[src/uart_mss_defs.svh]
// register offsets, field positions and reset values of the modem status block
`ifndef UART_MSS_DEFS_SVH
`define UART_MSS_DEFS_SVH

`define MSS_ADDR_W 8
`define MSS_DATA_W 8
`define MSS_CHANNELS 8
`define MSS_GLOBAL_BIT 7
`define MSS_CH_HI 6
`define MSS_CH_LO 4
`define MSS_OFS_HI 3
`define MSS_OFS_LO 0

`define MSS_OFS_MSR 4'h0
`define MSS_OFS_SCR 4'h1
`define MSS_OFS_IER 4'h2
`define MSS_OFS_EFR 4'h3
`define MSS_OFS_MCR 4'h4

`define MSS_OFS_IRQ_STAT 4'h0
`define MSS_OFS_IRQ_MASK 4'h1
`define MSS_OFS_TX_HALT 4'h2

`define MSR_DCTS_BIT 0
`define MSR_DDSR_BIT 1
`define MSR_DRI_BIT 2
`define MSR_DCD_BIT 3
`define MSR_CTS_BIT 4
`define MSR_DSR_BIT 5
`define MSR_RI_BIT 6
`define MSR_CD_BIT 7
`define IER_MSI_BIT 3
`define EFR_AUTO_CTS_BIT 7
`define MCR_FLOW_SEL_BIT 2

`define MSS_BYTE_ZERO 8'h00
`define MSS_PIN_IDLE 1'b1

`endif

[src/uart_mss_pkg.sv]
// types shared by the modem status and scratch block
package uart_mss_pkg;

	typedef enum logic [1:0]
	{
		TX_RUN,
		TX_DRAIN,
		TX_HALTED
	} tx_flow_type;

	typedef logic [7:0] byte_type;

endpackage : uart_mss_pkg

[src/uart_mss_channel.sv]
// one serial channel: cts change detect, modem status byte, scratch, auto cts pause
//
// Design decisions made here: the plain strobed port and the placing of the registers.
`timescale 1ns/1ps
`include "uart_mss_defs.svh"

module uart_mss_channel
(
	// clock and reset
	input wire logic clk,
	input wire logic rst_n,
	// pins and transmitter
	input wire logic cts_pin_n,
	input wire logic tx_active,
	output logic tx_halt,
	// register access
	input wire logic rd_msr,
	input wire logic wr_scr,
	input wire logic wr_ier,
	input wire logic wr_efr,
	input wire logic wr_mcr,
	input wire uart_mss_pkg::byte_type wr_data,
	output uart_mss_pkg::byte_type modem_line_status,
	output uart_mss_pkg::byte_type scratch_pad,
	output uart_mss_pkg::byte_type interrupt_enable_register,
	output uart_mss_pkg::byte_type enhanced_feature_register,
	output uart_mss_pkg::byte_type modem_control_register,
	output logic ms_irq
);
	import uart_mss_pkg::*;

	logic cts_meta_reg;
	logic cts_sync_reg;
	logic cts_prev_reg;
	logic delta_cts_reg;
	byte_type scr_reg;
	byte_type ier_reg;
	byte_type efr_reg;
	byte_type mcr_reg;
	tx_flow_type flow_reg;
	tx_flow_type flow_next;
	logic auto_cts;
	logic cts_change;
	// unused modem inputs stay at the inactive pin level
	logic dsr_pin_n;
	logic ri_pin_n;
	logic cd_pin_n;

	assign dsr_pin_n = `MSS_PIN_IDLE;
	assign ri_pin_n = `MSS_PIN_IDLE;
	assign cd_pin_n = `MSS_PIN_IDLE;

	// two flops before anything looks at the pin
	always_ff @(posedge clk)
	begin
		if (!rst_n)
		begin
			cts_meta_reg <= `MSS_PIN_IDLE;
			cts_sync_reg <= `MSS_PIN_IDLE;
			cts_prev_reg <= `MSS_PIN_IDLE;
		end
		else
		begin
			cts_meta_reg <= cts_pin_n;
			cts_sync_reg <= cts_meta_reg;
			cts_prev_reg <= cts_sync_reg;
		end
	end

	assign cts_change = cts_sync_reg ^ cts_prev_reg;

	// a change in the read cycle survives the clear
	always_ff @(posedge clk)
	begin
		if (!rst_n)
			delta_cts_reg <= 1'b0;
		else if (cts_change)
			delta_cts_reg <= 1'b1;
		else if (rd_msr)
			delta_cts_reg <= 1'b0;
	end

	always_ff @(posedge clk)
	begin
		if (!rst_n)
			scr_reg <= `MSS_BYTE_ZERO;
		else if (wr_scr)
			scr_reg <= wr_data;
	end

	always_ff @(posedge clk)
	begin
		if (!rst_n)
		begin
			ier_reg <= `MSS_BYTE_ZERO;
			efr_reg <= `MSS_BYTE_ZERO;
			mcr_reg <= `MSS_BYTE_ZERO;
		end
		else
		begin
			if (wr_ier)
				ier_reg <= wr_data;
			if (wr_efr)
				efr_reg <= wr_data;
			if (wr_mcr)
				mcr_reg <= wr_data;
		end
	end

	assign auto_cts = efr_reg[`EFR_AUTO_CTS_BIT] & mcr_reg[`MCR_FLOW_SEL_BIT];

	// a stop request never cuts a character; it waits in drain until the shifter idles
	always_comb
	begin
		flow_next = flow_reg;
		case (flow_reg)
			TX_RUN:
			begin
				if (auto_cts && cts_sync_reg)
					flow_next = tx_active ? TX_DRAIN : TX_HALTED;
			end
			TX_DRAIN:
			begin
				if (!auto_cts || !cts_sync_reg)
					flow_next = TX_RUN;
				else if (!tx_active)
					flow_next = TX_HALTED;
			end
			TX_HALTED:
			begin
				if (!auto_cts || !cts_sync_reg)
					flow_next = TX_RUN;
			end
			default:
				flow_next = TX_RUN;
		endcase
	end

	always_ff @(posedge clk)
	begin
		if (!rst_n)
			flow_reg <= TX_RUN;
		else
			flow_reg <= flow_next;
	end

	assign tx_halt = (flow_reg == TX_HALTED);

	always_comb
	begin
		modem_line_status = `MSS_BYTE_ZERO;
		modem_line_status[`MSR_DCTS_BIT] = delta_cts_reg;
		modem_line_status[`MSR_CTS_BIT] = ~cts_sync_reg;
		// unsupported: no delta, level is complement of a tied-high pin
		modem_line_status[`MSR_DDSR_BIT] = 1'b0;
		modem_line_status[`MSR_DRI_BIT] = 1'b0;
		modem_line_status[`MSR_DCD_BIT] = 1'b0;
		modem_line_status[`MSR_DSR_BIT] = ~dsr_pin_n;
		modem_line_status[`MSR_RI_BIT] = ~ri_pin_n;
		modem_line_status[`MSR_CD_BIT] = ~cd_pin_n;
	end

	assign scratch_pad = scr_reg;
	assign interrupt_enable_register = ier_reg;
	assign enhanced_feature_register = efr_reg;
	assign modem_control_register = mcr_reg;
	assign ms_irq = delta_cts_reg & ier_reg[`IER_MSI_BIT];

endmodule : uart_mss_channel

[src/uart_modem_status_scratch.sv]
// modem status and scratch registers of an eight-channel serial controller
//
// Overview of operation
// - Eight channels, each with its own modem status and scratch register.
// - Modem status shows the present cts level and a changed-since-read flag.
// - Status bit 0 sets on any cts change; it reads 0 otherwise and after reset.
// - Bit 0 set with enable bit 3 on raises a modem status interrupt.
// - Status bits for dsr, ri and cd are unsupported and read inactive.
// - Dsr, ri and cd inputs are tied to the inactive high level.
// - Auto cts needs both enhanced feature bit 7 and modem control bit 2.
// - With auto cts, cts high stops transmit after the current character.
// - With auto cts, cts low lets the stopped transmitter resume.
// - Without auto flow control, status bit 4 is the inverse of the cts pin.
// - Eight-bit scratch per channel, read and write, no effect on operation.
`timescale 1ns/1ps
`include "uart_mss_defs.svh"

module uart_modem_status_scratch #(
	parameter int CHANNELS = `MSS_CHANNELS
)
(
	// clock and reset
	input wire logic CLK_SYS,
	input wire logic RST_N,
	// register port
	input wire logic [`MSS_ADDR_W-1:0] ADDR,
	input wire uart_mss_pkg::byte_type WR_DATA,
	input wire logic WR_STB,
	input wire logic RD_STB,
	output uart_mss_pkg::byte_type RD_DATA,
	// modem pins, active low
	input wire logic [CHANNELS-1:0] CTS_N,
	// transmitter handshake
	input wire logic [CHANNELS-1:0] TX_ACTIVE,
	output logic [CHANNELS-1:0] TX_HALT,
	// interrupts
	output logic [CHANNELS-1:0] MS_IRQ,
	output logic IRQ
);
	import uart_mss_pkg::*;

	byte_type msr_w [CHANNELS];
	byte_type scr_w [CHANNELS];
	byte_type ier_w [CHANNELS];
	byte_type efr_w [CHANNELS];
	byte_type mcr_w [CHANNELS];
	logic [CHANNELS-1:0] ms_irq_w;
	logic [CHANNELS-1:0] ms_irq_prev_reg;
	logic [CHANNELS-1:0] irq_stat_reg;
	logic [CHANNELS-1:0] irq_mask_reg;
	logic [CHANNELS-1:0] irq_rise;
	byte_type rd_data_reg;
	byte_type rd_next;
	logic global_sel;
	logic [`MSS_CH_HI-`MSS_CH_LO:0] ch_sel;
	logic [`MSS_OFS_HI:0] ofs;

	assign global_sel = ADDR[`MSS_GLOBAL_BIT];
	assign ch_sel = ADDR[`MSS_CH_HI:`MSS_CH_LO];
	assign ofs = ADDR[`MSS_OFS_HI:`MSS_OFS_LO];

	genvar g;
	generate
		for (g = 0; g < CHANNELS; g++)
		begin : gen_ch
			logic hit;
			assign hit = !global_sel && (ch_sel == (`MSS_CH_HI-`MSS_CH_LO+1)'(g));
			uart_mss_channel u_ch
			(
				.clk(CLK_SYS),
				.rst_n(RST_N),
				.cts_pin_n(CTS_N[g]),
				.tx_active(TX_ACTIVE[g]),
				.tx_halt(TX_HALT[g]),
				.rd_msr(RD_STB && hit && ofs == `MSS_OFS_MSR),
				.wr_scr(WR_STB && hit && ofs == `MSS_OFS_SCR),
				.wr_ier(WR_STB && hit && ofs == `MSS_OFS_IER),
				.wr_efr(WR_STB && hit && ofs == `MSS_OFS_EFR),
				.wr_mcr(WR_STB && hit && ofs == `MSS_OFS_MCR),
				.wr_data(WR_DATA),
				.modem_line_status(msr_w[g]),
				.scratch_pad(scr_w[g]),
				.interrupt_enable_register(ier_w[g]),
				.enhanced_feature_register(efr_w[g]),
				.modem_control_register(mcr_w[g]),
				.ms_irq(ms_irq_w[g])
			);
		end
	endgenerate

	assign MS_IRQ = ms_irq_w;

	always_ff @(posedge CLK_SYS)
	begin
		if (!RST_N)
			ms_irq_prev_reg <= '0;
		else
			ms_irq_prev_reg <= ms_irq_w;
	end

	assign irq_rise = ms_irq_w & ~ms_irq_prev_reg;

	// sticky summary: a new event in the clearing write still sets its bit
	always_ff @(posedge CLK_SYS)
	begin
		if (!RST_N)
			irq_stat_reg <= '0;
		else if (WR_STB && global_sel && ofs == `MSS_OFS_IRQ_STAT)
			irq_stat_reg <= (irq_stat_reg & ~WR_DATA[CHANNELS-1:0]) | irq_rise;
		else
			irq_stat_reg <= irq_stat_reg | irq_rise;
	end

	always_ff @(posedge CLK_SYS)
	begin
		if (!RST_N)
			irq_mask_reg <= '0;
		else if (WR_STB && global_sel && ofs == `MSS_OFS_IRQ_MASK)
			irq_mask_reg <= WR_DATA[CHANNELS-1:0];
	end

	assign IRQ = |(irq_stat_reg & irq_mask_reg);

	always_comb
	begin
		rd_next = `MSS_BYTE_ZERO;
		if (global_sel)
		begin
			case (ofs)
				`MSS_OFS_IRQ_STAT: rd_next[CHANNELS-1:0] = irq_stat_reg;
				`MSS_OFS_IRQ_MASK: rd_next[CHANNELS-1:0] = irq_mask_reg;
				`MSS_OFS_TX_HALT: rd_next[CHANNELS-1:0] = TX_HALT;
				default: rd_next = `MSS_BYTE_ZERO;
			endcase
		end
		else if (int'(ch_sel) < CHANNELS)
		begin
			case (ofs)
				`MSS_OFS_MSR: rd_next = msr_w[ch_sel];
				`MSS_OFS_SCR: rd_next = scr_w[ch_sel];
				`MSS_OFS_IER: rd_next = ier_w[ch_sel];
				`MSS_OFS_EFR: rd_next = efr_w[ch_sel];
				`MSS_OFS_MCR: rd_next = mcr_w[ch_sel];
				default: rd_next = `MSS_BYTE_ZERO;
			endcase
		end
	end

	// read data stands only in the cycle after the strobe
	always_ff @(posedge CLK_SYS)
	begin
		if (!RST_N)
			rd_data_reg <= `MSS_BYTE_ZERO;
		else if (RD_STB)
			rd_data_reg <= rd_next;
		else
			rd_data_reg <= `MSS_BYTE_ZERO;
	end

	assign RD_DATA = rd_data_reg;

endmodule : uart_modem_status_scratch

[config.mk]
export PLATFORM = sky130hd
export DESIGN_NAME = uart_modem_status_scratch
export DESIGN_NICKNAME = d
export VERILOG_FILES = /design/src/uart_mss_pkg.sv /design/src/uart_mss_channel.sv /design/src/uart_modem_status_scratch.sv
export VERILOG_INCLUDE_DIRS = /design/src
export SDC_FILE = /design/constraint.sdc
export NUM_CORES = 1
export LEC_CHECK = 0
export ABC_AREA = 1
export BUFFER_PORTS_ARGS = -buffer_cell sky130_fd_sc_hd__buf_2
export CAP_MARGIN = 20
export CORE_ASPECT_RATIO = 2
export CORE_UTILIZATION = 40
export CTS_CLUSTER_SIZE = 24
export DETAILED_ROUTE_END_ITERATION = 16
export GPL_TIMING_DRIVEN = 0
export RECOVER_POWER = 100
export SETUP_SLACK_MARGIN = 0.4
export SLEW_MARGIN = 20
export SYNTH_ARGS = -nofsm -noshare
export SYNTH_HDL_FRONTEND = slang
export SYNTH_SLANG_ARGS = --single-unit
[constraint.sdc]
create_clock -name CLK_SYS -period 1.9 [get_ports CLK_SYS]
set_clock_uncertainty 0.2 [all_clocks]
set_input_delay 0.19 -clock CLK_SYS [delete_from_list [all_inputs] [get_ports CLK_SYS]]
set_output_delay 0.19 -clock CLK_SYS [all_outputs]
set_load 0.01 [all_outputs]
Word level (Yosys, flattened, before mapping) --
Index checks and enable logic that the tools add are counted.
Storage, ports and cells: flip-flop bits (word level) 336, input bits 36, word-level logic and storage cells 379
Cells by class: magnitude comparators 1, eq/ne operators 51, mux-type cells 83, bitwise operators 40, reductions and logical operators 128
Operators with widths (number):
- binary-select mux 8 bit (select 3 bit) | 5
- two-way mux 8 bit | 12
- two-way mux 2 bit | 40
- logical AND 1 bit | 75
- one-hot mux 2 bit (3 select lines) | 8
- one-hot mux 8 bit (5 select lines) | 1
- AND 8 bit | 3
- != test 3 x 2 -> 1 bit, second input constant | 8
- one-hot mux 8 bit (3 select lines) | 1
- AND reduction 3 bit | 8
- zero test 1 bit | 17
- AND 1 bit | 16
- equality test 2 x 1 -> 1 bit, second input constant | 8
- equality test 2 bit, second input constant | 8
- zero test 2 bit | 8
- two-way mux 1 bit | 16
- != test 2 x 1 -> 1 bit, second input constant | 8
- != test 2 bit, second input constant | 8
- inverter 8 bit | 2
- bitwise OR 8 bit | 2
- nonzero test 2 bit | 8
- equality test 3 bit, second input constant | 4
- equality test 4 x 2 -> 1 bit, second input constant | 2
- logical OR 1 bit | 8
- 12 further kinds | 27

Logic depth before layout (Yosys ltp) --
Gate-level depths: netlist of the first run.
depth after elaboration 6, depth in mapped cells 13

Cells and area by module --
Synthesis of the first run repeated with hierarchy kept, for this count alone.
Second synthesis, totals: cells, all modules 2370, area, all modules 15787.6 um2
By module, submodules not included:
- uart_mss_channel | times used 8, cells an instance 177, area each 1398.8 um2, seq. area each 760.7 um2
- uart_modem_status_scratch | times used 1, cells an instance 954, area each 4596.9 um2, seq. area each 640.6 um2

Worst setup path before layout of the first run --
No wires, ideal clock.
path type input-to-reg, from in ADDR[4], to reg rd_data_reg[4] (netlist: RD_DATA[4]), setup time 0.124 ns, arrival time 1.264 ns, slack 0.312 ns, stages 12, cell sequence buf_6 buf_2 buf_2 nand2_1 o21ai_0 nand2_1 nand2_1 nand2_1 nand3_1 nand2_1 o21bai_1 a21oi_1
On the way: word-level cells in the longest chain between the ends 6
RTL lines:
- from (decl) | RTL line uart_modem_status_scratch.sv:26 | input wire logic [`MSS_ADDR_W-1:0] ADDR,
- inverter 3 -> 4 bit (implied by the code) *
- binary-select mux 8 bit (select 3 bit) (on tied branches)
- two-way mux 8 bit (on tied branches) (2 in series)
- one-hot mux 8 bit (5 select lines) * | RTL line uart_modem_status_scratch.sv:138 | case (ofs)
- two-way mux 8 bit * | RTL line uart_modem_status_scratch.sv:127 | if (global_sel)
- to (signal assigned) | RTL line uart_modem_status_scratch.sv:153 | rd_data_reg <= `MSS_BYTE_ZERO;
- to (signal assigned) | RTL line uart_modem_status_scratch.sv:155 | rd_data_reg <= rd_next;
- to (signal assigned) | RTL line uart_modem_status_scratch.sv:157 | rd_data_reg <= `MSS_BYTE_ZERO;
- to (decl) | RTL line uart_modem_status_scratch.sv:52 | byte_type rd_data_reg;
Mark *: on every way between the ends. The rest lies on a longest branch, timed or not. The select of a mux whose other input is x is not followed. A chain may end at the register's enable or synchronous reset.

Final worst setup path of the first run --
from in ADDR[4], to reg gen_ch[0].u_ch.scr_reg[6]
On the way: word-level cells in the longest chain between the ends 4
RTL lines:
- zero test 3 bit | RTL line uart_modem_status_scratch.sv:67 | assign hit = !global_sel && (ch_sel == (`MSS_CH_HI-`MSS_CH_LO+1)'(g));
- logical AND 1 bit | RTL line uart_modem_status_scratch.sv:67
- logical AND 1 bit | RTL line uart_modem_status_scratch.sv:76 | .wr_scr(WR_STB && hit && ofs == `MSS_OFS_SCR),
- logical AND 1 bit (no line)
- to (signal assigned) | RTL line uart_mss_channel.sv:86 | scr_reg <= `MSS_BYTE_ZERO;
- to (signal assigned) | RTL line uart_mss_channel.sv:88 | scr_reg <= wr_data;
- to (decl) | RTL line uart_mss_channel.sv:36 | byte_type scr_reg;
Every way passes these cells.

==> flow_summary.ini, run 1 <==
[clock_network]
cts-buffers-inserted = 31
max-clock-path-buffers = 3
numClockSinks = 336
clk_latency_ns = 0.61
clock_tree.htree_level_count = 1
ctsRootBufferMaster = clkbuf_16
tritoncts = built
cts.clk_slew.worst_paths_ns = 0.07

[routing]
detailroute.via_count = 15000
finalWirelength_um = 71500
drc = 0
antenna_violating_nets_post_route = 0
routed_via_density = 5.84
dr.pass1.iters = 7
initialDrtViolationCount = 1513
route.detailed.wl_per_inst_um = 27.8

[finish]
design.final.nets = 2132
layout.cells.most_common_list = 397 x nand2_1, 292 x dfxtp_1, 290 x a21oi_1
layout_commonest_cell = nand2_1
drive_above_1_share_pct = 20.9
synthToLayoutAreaGrowth_pct = 22.1
post_route_utilization_pct = 49.7

[synth]
synth_area_um2 = 14300
ys_seq_elements = 336
synthCells = 1918
synth_nets = 1954
ys_seq_area_share_pct = 47.1
ys.warnings.count = 0
synth_cell_type_count = 35
syn-mean-instance-area_um2 = 7.45

[job]
cap_viol_max_count = 0

[outcome]
failed_checks = hold timing, setup timing
status = finished with violations

[timing]
maxSlewViolCount = 0
layout_setup_ws_ns = -0.131
max-slew-margin-rel_pct = 20.1
max_clock_freq_ghz = 0.492
setup-violations-final = 62
hold_vio_cnt_final = 2
final.period_utilization_pct = 107
worst_hold_margin_ns = -0.0640
layout_min_cycle_time_ns = 2.03
unrepaired_setup_endpoints_after_global_routing = yes
worst-slew-pin-transition_ns = 1.20

[global_route]
vias_in_the_first_global_route = 14200
initial_antenna_violation_count = 1
globalRouteTotalUtil_pct = 39.0
grt.overflow.total = 0
grt_start_max_net_pins = 16
grt_first_pass_wirelength_um = 99700

[place]
gp_congestion = 1.04
dp.final_hpwl_um = 52000
placement.io_buffers = 56

[critical_path]
cp_max_fo = 10
timing.critical_path.buf_inv = 4
crit_required_ns = 2.22
worstSetupPathType = in -> reg
path_common_cell = nor2_1
crit_path_top_delay_cell = nor2_1
worst-endpoint-arrival_ns = 2.35
cp_slowest_stage_delay_ns = 0.58
crit_family = simple AND/OR/NAND/NOR gates
endpoint_kind = flip-flop
worst_path_cell_chain = buf_6 > nor2_4 > buf_12 > nand2_1 > nor2_1 > inv_1 > nor2_1 > clkbuf_2 > o21ai_0 > a21oi_1
timing.critical_path.from_type = input port

[die]
rows = 97
num_io_pins = 61
chipWidth_um = 136
floorplan.initialDensity_pct = 40.7
design.die.area_um2 = 36500
design.core.area_um2 = 35100
dieHeight_um = 269

[hold_path]
hold_path.class = in -> reg

[pwr]
max-vdd-ir-drop_v = 0.000778
finalPower_mw = 14.8
power.density_cell_area_nw_per_um2 = 851
power.leakage_nw = 7.21
[worst min-delay path, delay by kind of cell]
kind,cells,cell delay [ns]
buf+inv,2,0.18
compound gates,2,0.17
simple gates,2,0.13
[logic make-up after synthesis]
family / share of synthesized area, %
compound gates: 22.2
xor+xnor: 0.490
buf+inv: 8.65
flops: 47.1
simple gates: 21.6
[metrics by stage]
stage	hold WS (ns)	cells	worst slack, ns	TNS (ns)	cell area [um^2]
6_report	-0.0640	2566	-0.131	-2.66	17400
5_1_grt	-0.0353	2565	-0.161	-6.69	17400
4_1_cts	-0.0509	2545	-0.102	-0.158	17400
3_5_place_dp	0.180	2419	-0.820	-134.57	15300
3_3_place_gp	0.175	2419	-0.831	-127.77	15300
2_1_floorplan	0.0966	1918	0.369	0	14500
[synthesized netlist by cell type, drive strengths merged]
library cell	count	share of area (%)
clkbuf	72	1.9
and3b	1	0.061
inv	118	3.2
o22ai	11	0.48
o21bai	2	0.11
a221oi	2	0.12
or2	17	0.74
and2	1	0.044
a22o	1	0.061
xnor2	8	0.49
nand4	33	1.4
nor2	104	4.3
o21ai	300	11
clkinv	2	0.053
nor4	8	0.35
dfxtp	336	47
nor3	6	0.36
a21oi	299	10
nand3	75	2.7
nand2	437	12
a2111oi	7	0.43
buf	78	3.6
[routing by layer]
metal / GRT usage [%] / share of wire (%) / wire, um / vias to the layer above
li1: - / - / - / 6756
met2: 64.0 / 48 / 34100 / 888
met5: 0 / 0.018 / 13 / -
met1: 41.9 / 34 / 24100 / 7036
met3: 6.75 / 8.0 / 5750 / 301
met4: 35.9 / 11 / 7520 / 2
[worst paths after layout]
kind | start | endpoint | slack (ns) | depth (start not counted)
max | ADDR[4] | gen_ch[0].u_ch.scratch_pad[6] | -0.13 | 10
min | ADDR[3] | RD_DATA[3] | -0.06 | 6
max reg2reg | gen_ch[0].u_ch.cts_sync_reg | gen_ch[0].u_ch.flow_reg[1] | 0.24 | 3
min reg2reg | gen_ch[7].u_ch.cts_meta_reg | gen_ch[7].u_ch.cts_sync_reg | 0.22 | 1
[area by class of cell]
| type | count | area [um^2] |
|---|---|---|
| timing repair buffer | 145 | 1140 |
| fill | 3537 | 17600 |
| clock inverter | 10 | 109 |
| sequential | 336 | 6790 |
| buffer | 150 | 918 |
| tap | 445 | 557 |
| multi-input combinational | 1312 | 6550 |
| inverter | 120 | 469 |
| antenna | 1 | 2.50 |
| clock buffer | 47 | 906 |
[repair_timing]
action	in CTS	in global routing
resized for setup	189	131
setup buffers	33	19
hold buffers	36	2
setup endpoints to repair	295	242
pin swaps	44	69
endpoints found under the hold margin	68	6
[power by group]
part	switching, mW	internal, mW
logic	0.946	0.304
clock network	2.92	3.55
registers	0.0360	7.09
total	3.91	10.9
(Power assumes the default switching activity.)
==> run 2, diff against run 1 <==
- HOLD_SLACK_MARGIN: default -> 0.02
- PLACE_DENSITY_LB_ADDON: default -> 0.12
==> flow_summary.ini, run 2 (synthesized netlist as in run 1, its figures left out) <==
[critical_path]
cp_slowest_stage_delay_ns = 0.55
worst_r2r_path_depth = 8
crit_required_ns = 2.14
worst_path_cell_chain = buf_6 > nand2_8 > clkinvlp_2 > nand2_1 > nor2_1 > inv_1 > nor2_2 > buf_4 > o21ai_0 > a21oi_1
r2r-end = RD_DATA[1]
worstSetupPathType = in -> reg
rr_startpoint = gen_ch[0].u_ch.interrupt_enable_register[1]
worst-endpoint-arrival_ns = 2.37
endpoint_kind = flip-flop
rrSetupSlack_ns = 0.33
cp_max_fo = 10
timing.critical_path.from_type = input port
crit_path_top_delay_cell = clkinvlp_2

[timing]
maxSlewViolCount = 0
max_clock_freq_ghz = 0.468
worst-slew-pin-transition_ns = 1.02
unrepaired_setup_endpoints_after_global_routing = yes
final.period_utilization_pct = 112
hold_vio_cnt_final = 1
max-slew-margin-rel_pct = 31.9
setup-violations-final = 61
worst_hold_margin_ns = -0.00754
layout_setup_ws_ns = -0.235
tns_ns = -4.90
layout_min_cycle_time_ns = 2.14

[clock_network]
clk_latency_ns = 0.60
cts-buffers-inserted = 31
cts.clk_slew.worst_paths_ns = 0.07
numClockSinks = 336
max-clock-path-buffers = 3
tritoncts = built
ctsRootBufferMaster = clkbuf_16
clock_tree.htree_level_count = 1

[finish]
post_layout_nonfiller_instances = 2558
layout.cells.most_common_list = 396 x nand2_1, 286 x a21oi_1, 282 x dfxtp_1
drive_above_1_share_pct = 23.5
design.final.nets = 2127
final.fill_count = 3558
synthToLayoutAreaGrowth_pct = 24.1
layout_commonest_cell = nand2_1
post_route_utilization_pct = 50.5

[pwr]
power.leakage_nw = 7.18
power_frac_seq_pct = 48.2
net_switching_fraction_of_the_power_pct = 26.2
power.density_cell_area_nw_per_um2 = 833
share_comb_of_total_power_pct = 8.4
p_switching_mw = 3.87
pwr-share-clk_pct = 43.4
max-vdd-ir-drop_v = 0.000687
intPower_mw = 10.9

[global_route]
vias_in_the_first_global_route = 14300
initial_antenna_violation_count = 1
grt_start_max_net_pins = 15
globalRouteTotalUtil_pct = 37.8
grt.overflow.total = 0
grt_first_pass_wirelength_um = 97400

[hold_path]
hold-path-endpoint = RD_DATA[2]
holdPathStages = 5
hold_path_startpoint = ADDR[2]
hold_path.class = in -> reg

[routing]
finalWirelength_um = 69400
route.detailed.wl_per_inst_um = 27.1
detailroute.via_count = 14800
antenna_violating_nets_post_route = 0
dr.pass1.iters = 6
initialDrtViolationCount = 1306
routed_via_density = 5.80
drc = 0

[place]
placement.io_buffers = 56
gp_congestion = 1.04
numPlacedInstances = 2419
dp.final_hpwl_um = 50800

[die]
dieHeight_um = 269
num_io_pins = 61
design.core.area_um2 = 35100
floorplan.initialDensity_pct = 40.7
chipWidth_um = 136
rows = 97
design.die.area_um2 = 36500

[outcome]
failed_checks = hold timing, setup timing
status = finished with violations

[job]
cap_viol_max_count = 0
-- run 2: layer usage --
metal / vias to the layer above / global-route usage [%] / routed length (um)
li1: 6744 / - / -
met1: 6997 / 40.8 / 23900
met2: 793 / 62.0 / 33000
met3: 315 / 5.79 / 5130
met4: 0 / 35.2 / 7430
met5: - / 0 / 0
-- run 2: timing repair --
action | in CTS | in global routing
resized for setup | 190 | 143
hold buffers | 31 | 5
setup buffers | 32 | 16
pin swaps | 44 | 58
setup endpoints to repair | 278 | 297
hold endpoints to repair | 69 | 8
-- run 2: area by class of cell --
cell class | count | area (um^2) | area share [%]
timing repair buffer | 140 | 1130 | 6.37
clock buffer | 42 | 887 | 5.01
multi-input combinational | 1312 | 6760 | 38.1
tap | 445 | 557 | 3.14
sequential | 336 | 6820 | 38.5
antenna | 1 | 2.50 | 0.0141
clock inverter | 12 | 110 | 0.621
buffer | 150 | 985 | 5.56
inverter | 120 | 470 | 2.65
-- run 2: critical path, delay by kind of cell --
kind	cells	cell delay, ns
compound gates	2	0.22
buf+inv	4	1.23
simple gates	4	0.71
-- run 2: stage by stage --
stage	setup WS [ns]	cell area, um^2	hold WS [ns]	power, mW
3_5_place_dp	-0.717	15300	0.178	8.34
3_3_place_gp	-0.680	15300	0.176	8.34
2_1_floorplan	0.369	14500	0.0966	7.78
4_1_cts	-0.108	17400	-0.128	14.7
6_report	-0.235	17700	-0.00754	14.8
5_1_grt	-0.211	17700	0.0396	15.1
-- run 2: how the worst max path moves through the flow --
stage	start	depth (start not counted)	slack, ns	endpoint
2_1_floorplan	ADDR[3]	8	0.37	gen_ch[2].u_ch.interrupt_enable_register[7]
3_3_place_gp	RST_N	5	-0.68	gen_ch[2].u_ch.modem_control_register[0]
3_5_place_dp	RST_N	5	-0.72	gen_ch[2].u_ch.modem_control_register[1]
4_1_cts	irq_mask_reg[2]	4	-0.11	IRQ
5_1_grt	irq_mask_reg[2]	4	-0.21	IRQ
6_report	ADDR[5]	10	-0.24	gen_ch[7].u_ch.modem_control_register[6]
-- run 2: power by group through the flow --
stage	sequential, mW	combinational [mW]	clock, mW
2_1_floorplan	7.27	0.507	0
3_3_place_gp	7.29	1.05	0
3_5_place_dp	7.29	1.05	0
4_1_cts	7.12	1.16	6.43
5_1_grt	7.12	1.26	6.69
6_report	7.12	1.24	6.41
==> run 3, diff against run 2 <==
- ABC_AREA: 1 -> default
- CORE_UTILIZATION: 40 -> 62
- SKIP_LAST_GASP: default -> 1
==> flow_summary.ini, run 3 <==
[finish]
synthToLayoutAreaGrowth_pct = 25.6
layout.cells.most_common_list = 299 x dfxtp_1, 161 x nand2_1, 144 x nor2b_1
design.final.nets = 1751
drive_above_1_share_pct = 27.8
post_layout_nonfiller_instances = 2069
post_route_utilization_pct = 79.2
design_area_um2 = 19300
layout_commonest_cell = dfxtp_1

[global_route]
initial_antenna_violation_count = 1
grt_start_max_net_pins = 17
grt_first_pass_wirelength_um = 86900
grt.met3_usage_pct = 14.0
grt.overflow.total = 0
use_met2_pct = 76.6
vias_in_the_first_global_route = 13800
globalRouteTotalUtil_pct = 48.2
grtUsageMet1_pct = 47.5
grt_busiest_layer = met2

[critical_path]
path_common_cell = o22ai_1
timing.critical_path.from_type = flip-flop
worst-endpoint-arrival_ns = 2.34
worst_path_cell_chain = mux4_2 > mux2i_2 > o22ai_1 > nor2_1 > o22ai_1
crit_path_top_delay_cell = mux4_2
endpoint_kind = flip-flop
crit_required_ns = 2.16
cp_slowest_stage_delay_ns = 0.49
worstSetupPathType = reg -> reg
cp_max_fo = 2

[place]
gp_congestion = 1.00
placement.io_buffers = 46
instance_area_at_placement_um2 = 16500
numPlacedInstances = 1919
dp.final_hpwl_um = 41700

[timing]
hold_vio_cnt_final = 2
maxSlewViolCount = 0
unrepaired_setup_endpoints_after_global_routing = yes
worst_hold_margin_ns = -0.215
worst-slew-pin-transition_ns = 1.13
setup-violations-final = 20
final.period_utilization_pct = 109
tns_ns = -0.796
max_clock_freq_ghz = 0.481
max-slew-margin-rel_pct = 24.7
layout_min_cycle_time_ns = 2.08
layout_setup_ws_ns = -0.179

[synth]
synth_area_um2 = 15400
syn-mean-instance-area_um2 = 9.99
synth_cell_type_count = 54
number_of_flops_mapped_to_enable_cells_by_yosys = 0
synth_nets = 1577
ys.warnings.count = 0
ys_seq_elements = 336
asyncSetResetFlopFracSynth_pct = 0
synthDominantAreaCellType = dfxtp_1
synth_top_cells_by_area = dfxtp_1 44%, mux4_2 9.8%, mux2i_1 8.8%
synthCells = 1541
post-synth-top-count-cell = dfxtp_1
top_cells_by_instance_count_after_synthesis = 336 x dfxtp_1, 190 x nand2_1, 152 x nor2b_1
ys_seq_area_share_pct = 43.7
postSynth.topFlopCell = dfxtp_1
yosysTopAreaCellShare_pct = 43.7

[routing]
drc = 0
route.detailed.wl_per_inst_um = 29.4
detailroute.via_count = 13500
initialDrtViolationCount = 1506
antenna_violating_nets_post_route = 0
finalWirelength_um = 60800
routed_via_density = 6.52
dr.pass1.iters = 7

[clock_network]
clk_latency_ns = 0.60
postCtsHoldBufs = 33
ctsRootBufferMaster = clkbuf_16
max-clock-path-buffers = 3
cts-buffers-inserted = 29
numClockSinks = 336
tritoncts = built
clock_tree.htree_level_count = 1
cts.clk_slew.worst_paths_ns = 0.07

[pwr]
power.density_cell_area_nw_per_um2 = 783
power_frac_seq_pct = 47.1
power.leakage_nw = 6.76
net_switching_fraction_of_the_power_pct = 24.4
p_switching_mw = 3.69
share_comb_of_total_power_pct = 8.3
max-vdd-ir-drop_v = 0.000872
pwr-share-clk_pct = 44.6
intPower_mw = 11.4

[hold_path]
hold_path.class = in -> reg

[job]
cap_viol_max_count = 0

[die]
rows = 81
floorplan.initialDensity_pct = 63.1
dieHeight_um = 225
design.die.area_um2 = 25500
design.core.area_um2 = 24400
num_io_pins = 61
chipWidth_um = 113

[outcome]
failed_checks = hold timing, setup timing
status = finished with violations
-- run 3: cell types whose count changed after synthesis, moves of 22 or more --
cell / previous run / this run
nand3_1: 74 / 136
buf_4: 43 / 20
nor2_1: 73 / 14
a21oi_1: 299 / 18
nand2_1: 435 / 190
nor2b_1: 0 / 152
mux4_2: 0 / 67
mux2i_1: 0 / 136
o21ai_0: 291 / 22
a21boi_0: 0 / 132
nand2b_1: 0 / 27
nand4_1: 33 / 11
inv_1: 96 / 18
-- run 3: area by class of cell --
cell class,instances,area [um^2]
fill,1599,5080
clock buffer,34,785
inverter,18,67.6
sequential,336,6790
antenna,1,2.50
tap,332,415
buffer,148,1180
timing repair buffer,143,1330
clock inverter,18,277
multi-input combinational,1039,8490
-- run 3: what timing repair did --
action | CTS | global route
pin swaps | 21 | 43
setup endpoints to repair | 202 | 194
buffers inserted | 47 | 13
hold endpoints to repair | 78 | 2
cloned | 3 | 1
gates resized for setup | 139 | 129
-- run 3: worst max-delay path: cells and delay by family (launching register included) --
family,cells,cell delay (ns)
compound gates,2,0.29
flops,1,0.32
mux,2,0.85
simple gates,1,0.30
-- run 3: kinds of logic (layout without fill, tap and decap cells) --
kind of cell	after synthesis	after routing	synth area share, %
buffers and inverters	166	361	5.09
other	0	1	0
AND/OR/NAND/NOR	591	591	21.0
multiplexers	203	203	18.6
AO/OA/AOI/OAI	237	237	11.1
flip-flops	336	336	43.7
XOR/XNOR	8	8	0.455
-- run 3: worst paths after layout --
kind                                                    end  cells past startpoint                                startpoint  slack [ns]
worst max-delay path                             RD_DATA[5]                      5  gen_ch[3].u_ch.modem_control_register[5]       -0.18
worst max register to register                   RD_DATA[5]                      5  gen_ch[3].u_ch.modem_control_register[5]       -0.18
worst min register to register  gen_ch[1].u_ch.cts_sync_reg                      1               gen_ch[1].u_ch.cts_meta_reg        0.21
worst min-delay path                             RD_DATA[0]                      4                                   ADDR[3]       -0.22
-- run 3: metal layers --
metal	part of all wire [%]	routed length, um
met1	31	18900
met2	46	27900
met3	9.7	5880
met4	13	8060
met5	0	0
-- run 3: per-stage QoR --
stage,worst slack (ns),total power [mW],hold WS (ns)
4_1_cts,-0.0848,15.0,-0.155
5_1_grt,-0.140,15.4,-0.184
2_1_floorplan,-0.0212,7.91,0.0915
3_5_place_dp,-0.833,8.33,0.181
3_3_place_gp,-0.852,8.32,0.169
6_report,-0.179,15.1,-0.215
-- run 3: power by group through the flow --
stage	logic [mW]	registers, mW	clock network (mW)
finish	1.26	7.13	6.75
global route	1.27	7.13	7.00
CTS	1.16	7.12	6.68
detailed placement	1.04	7.29	0
global placement	1.04	7.28	0
floorplan	0.648	7.26	0
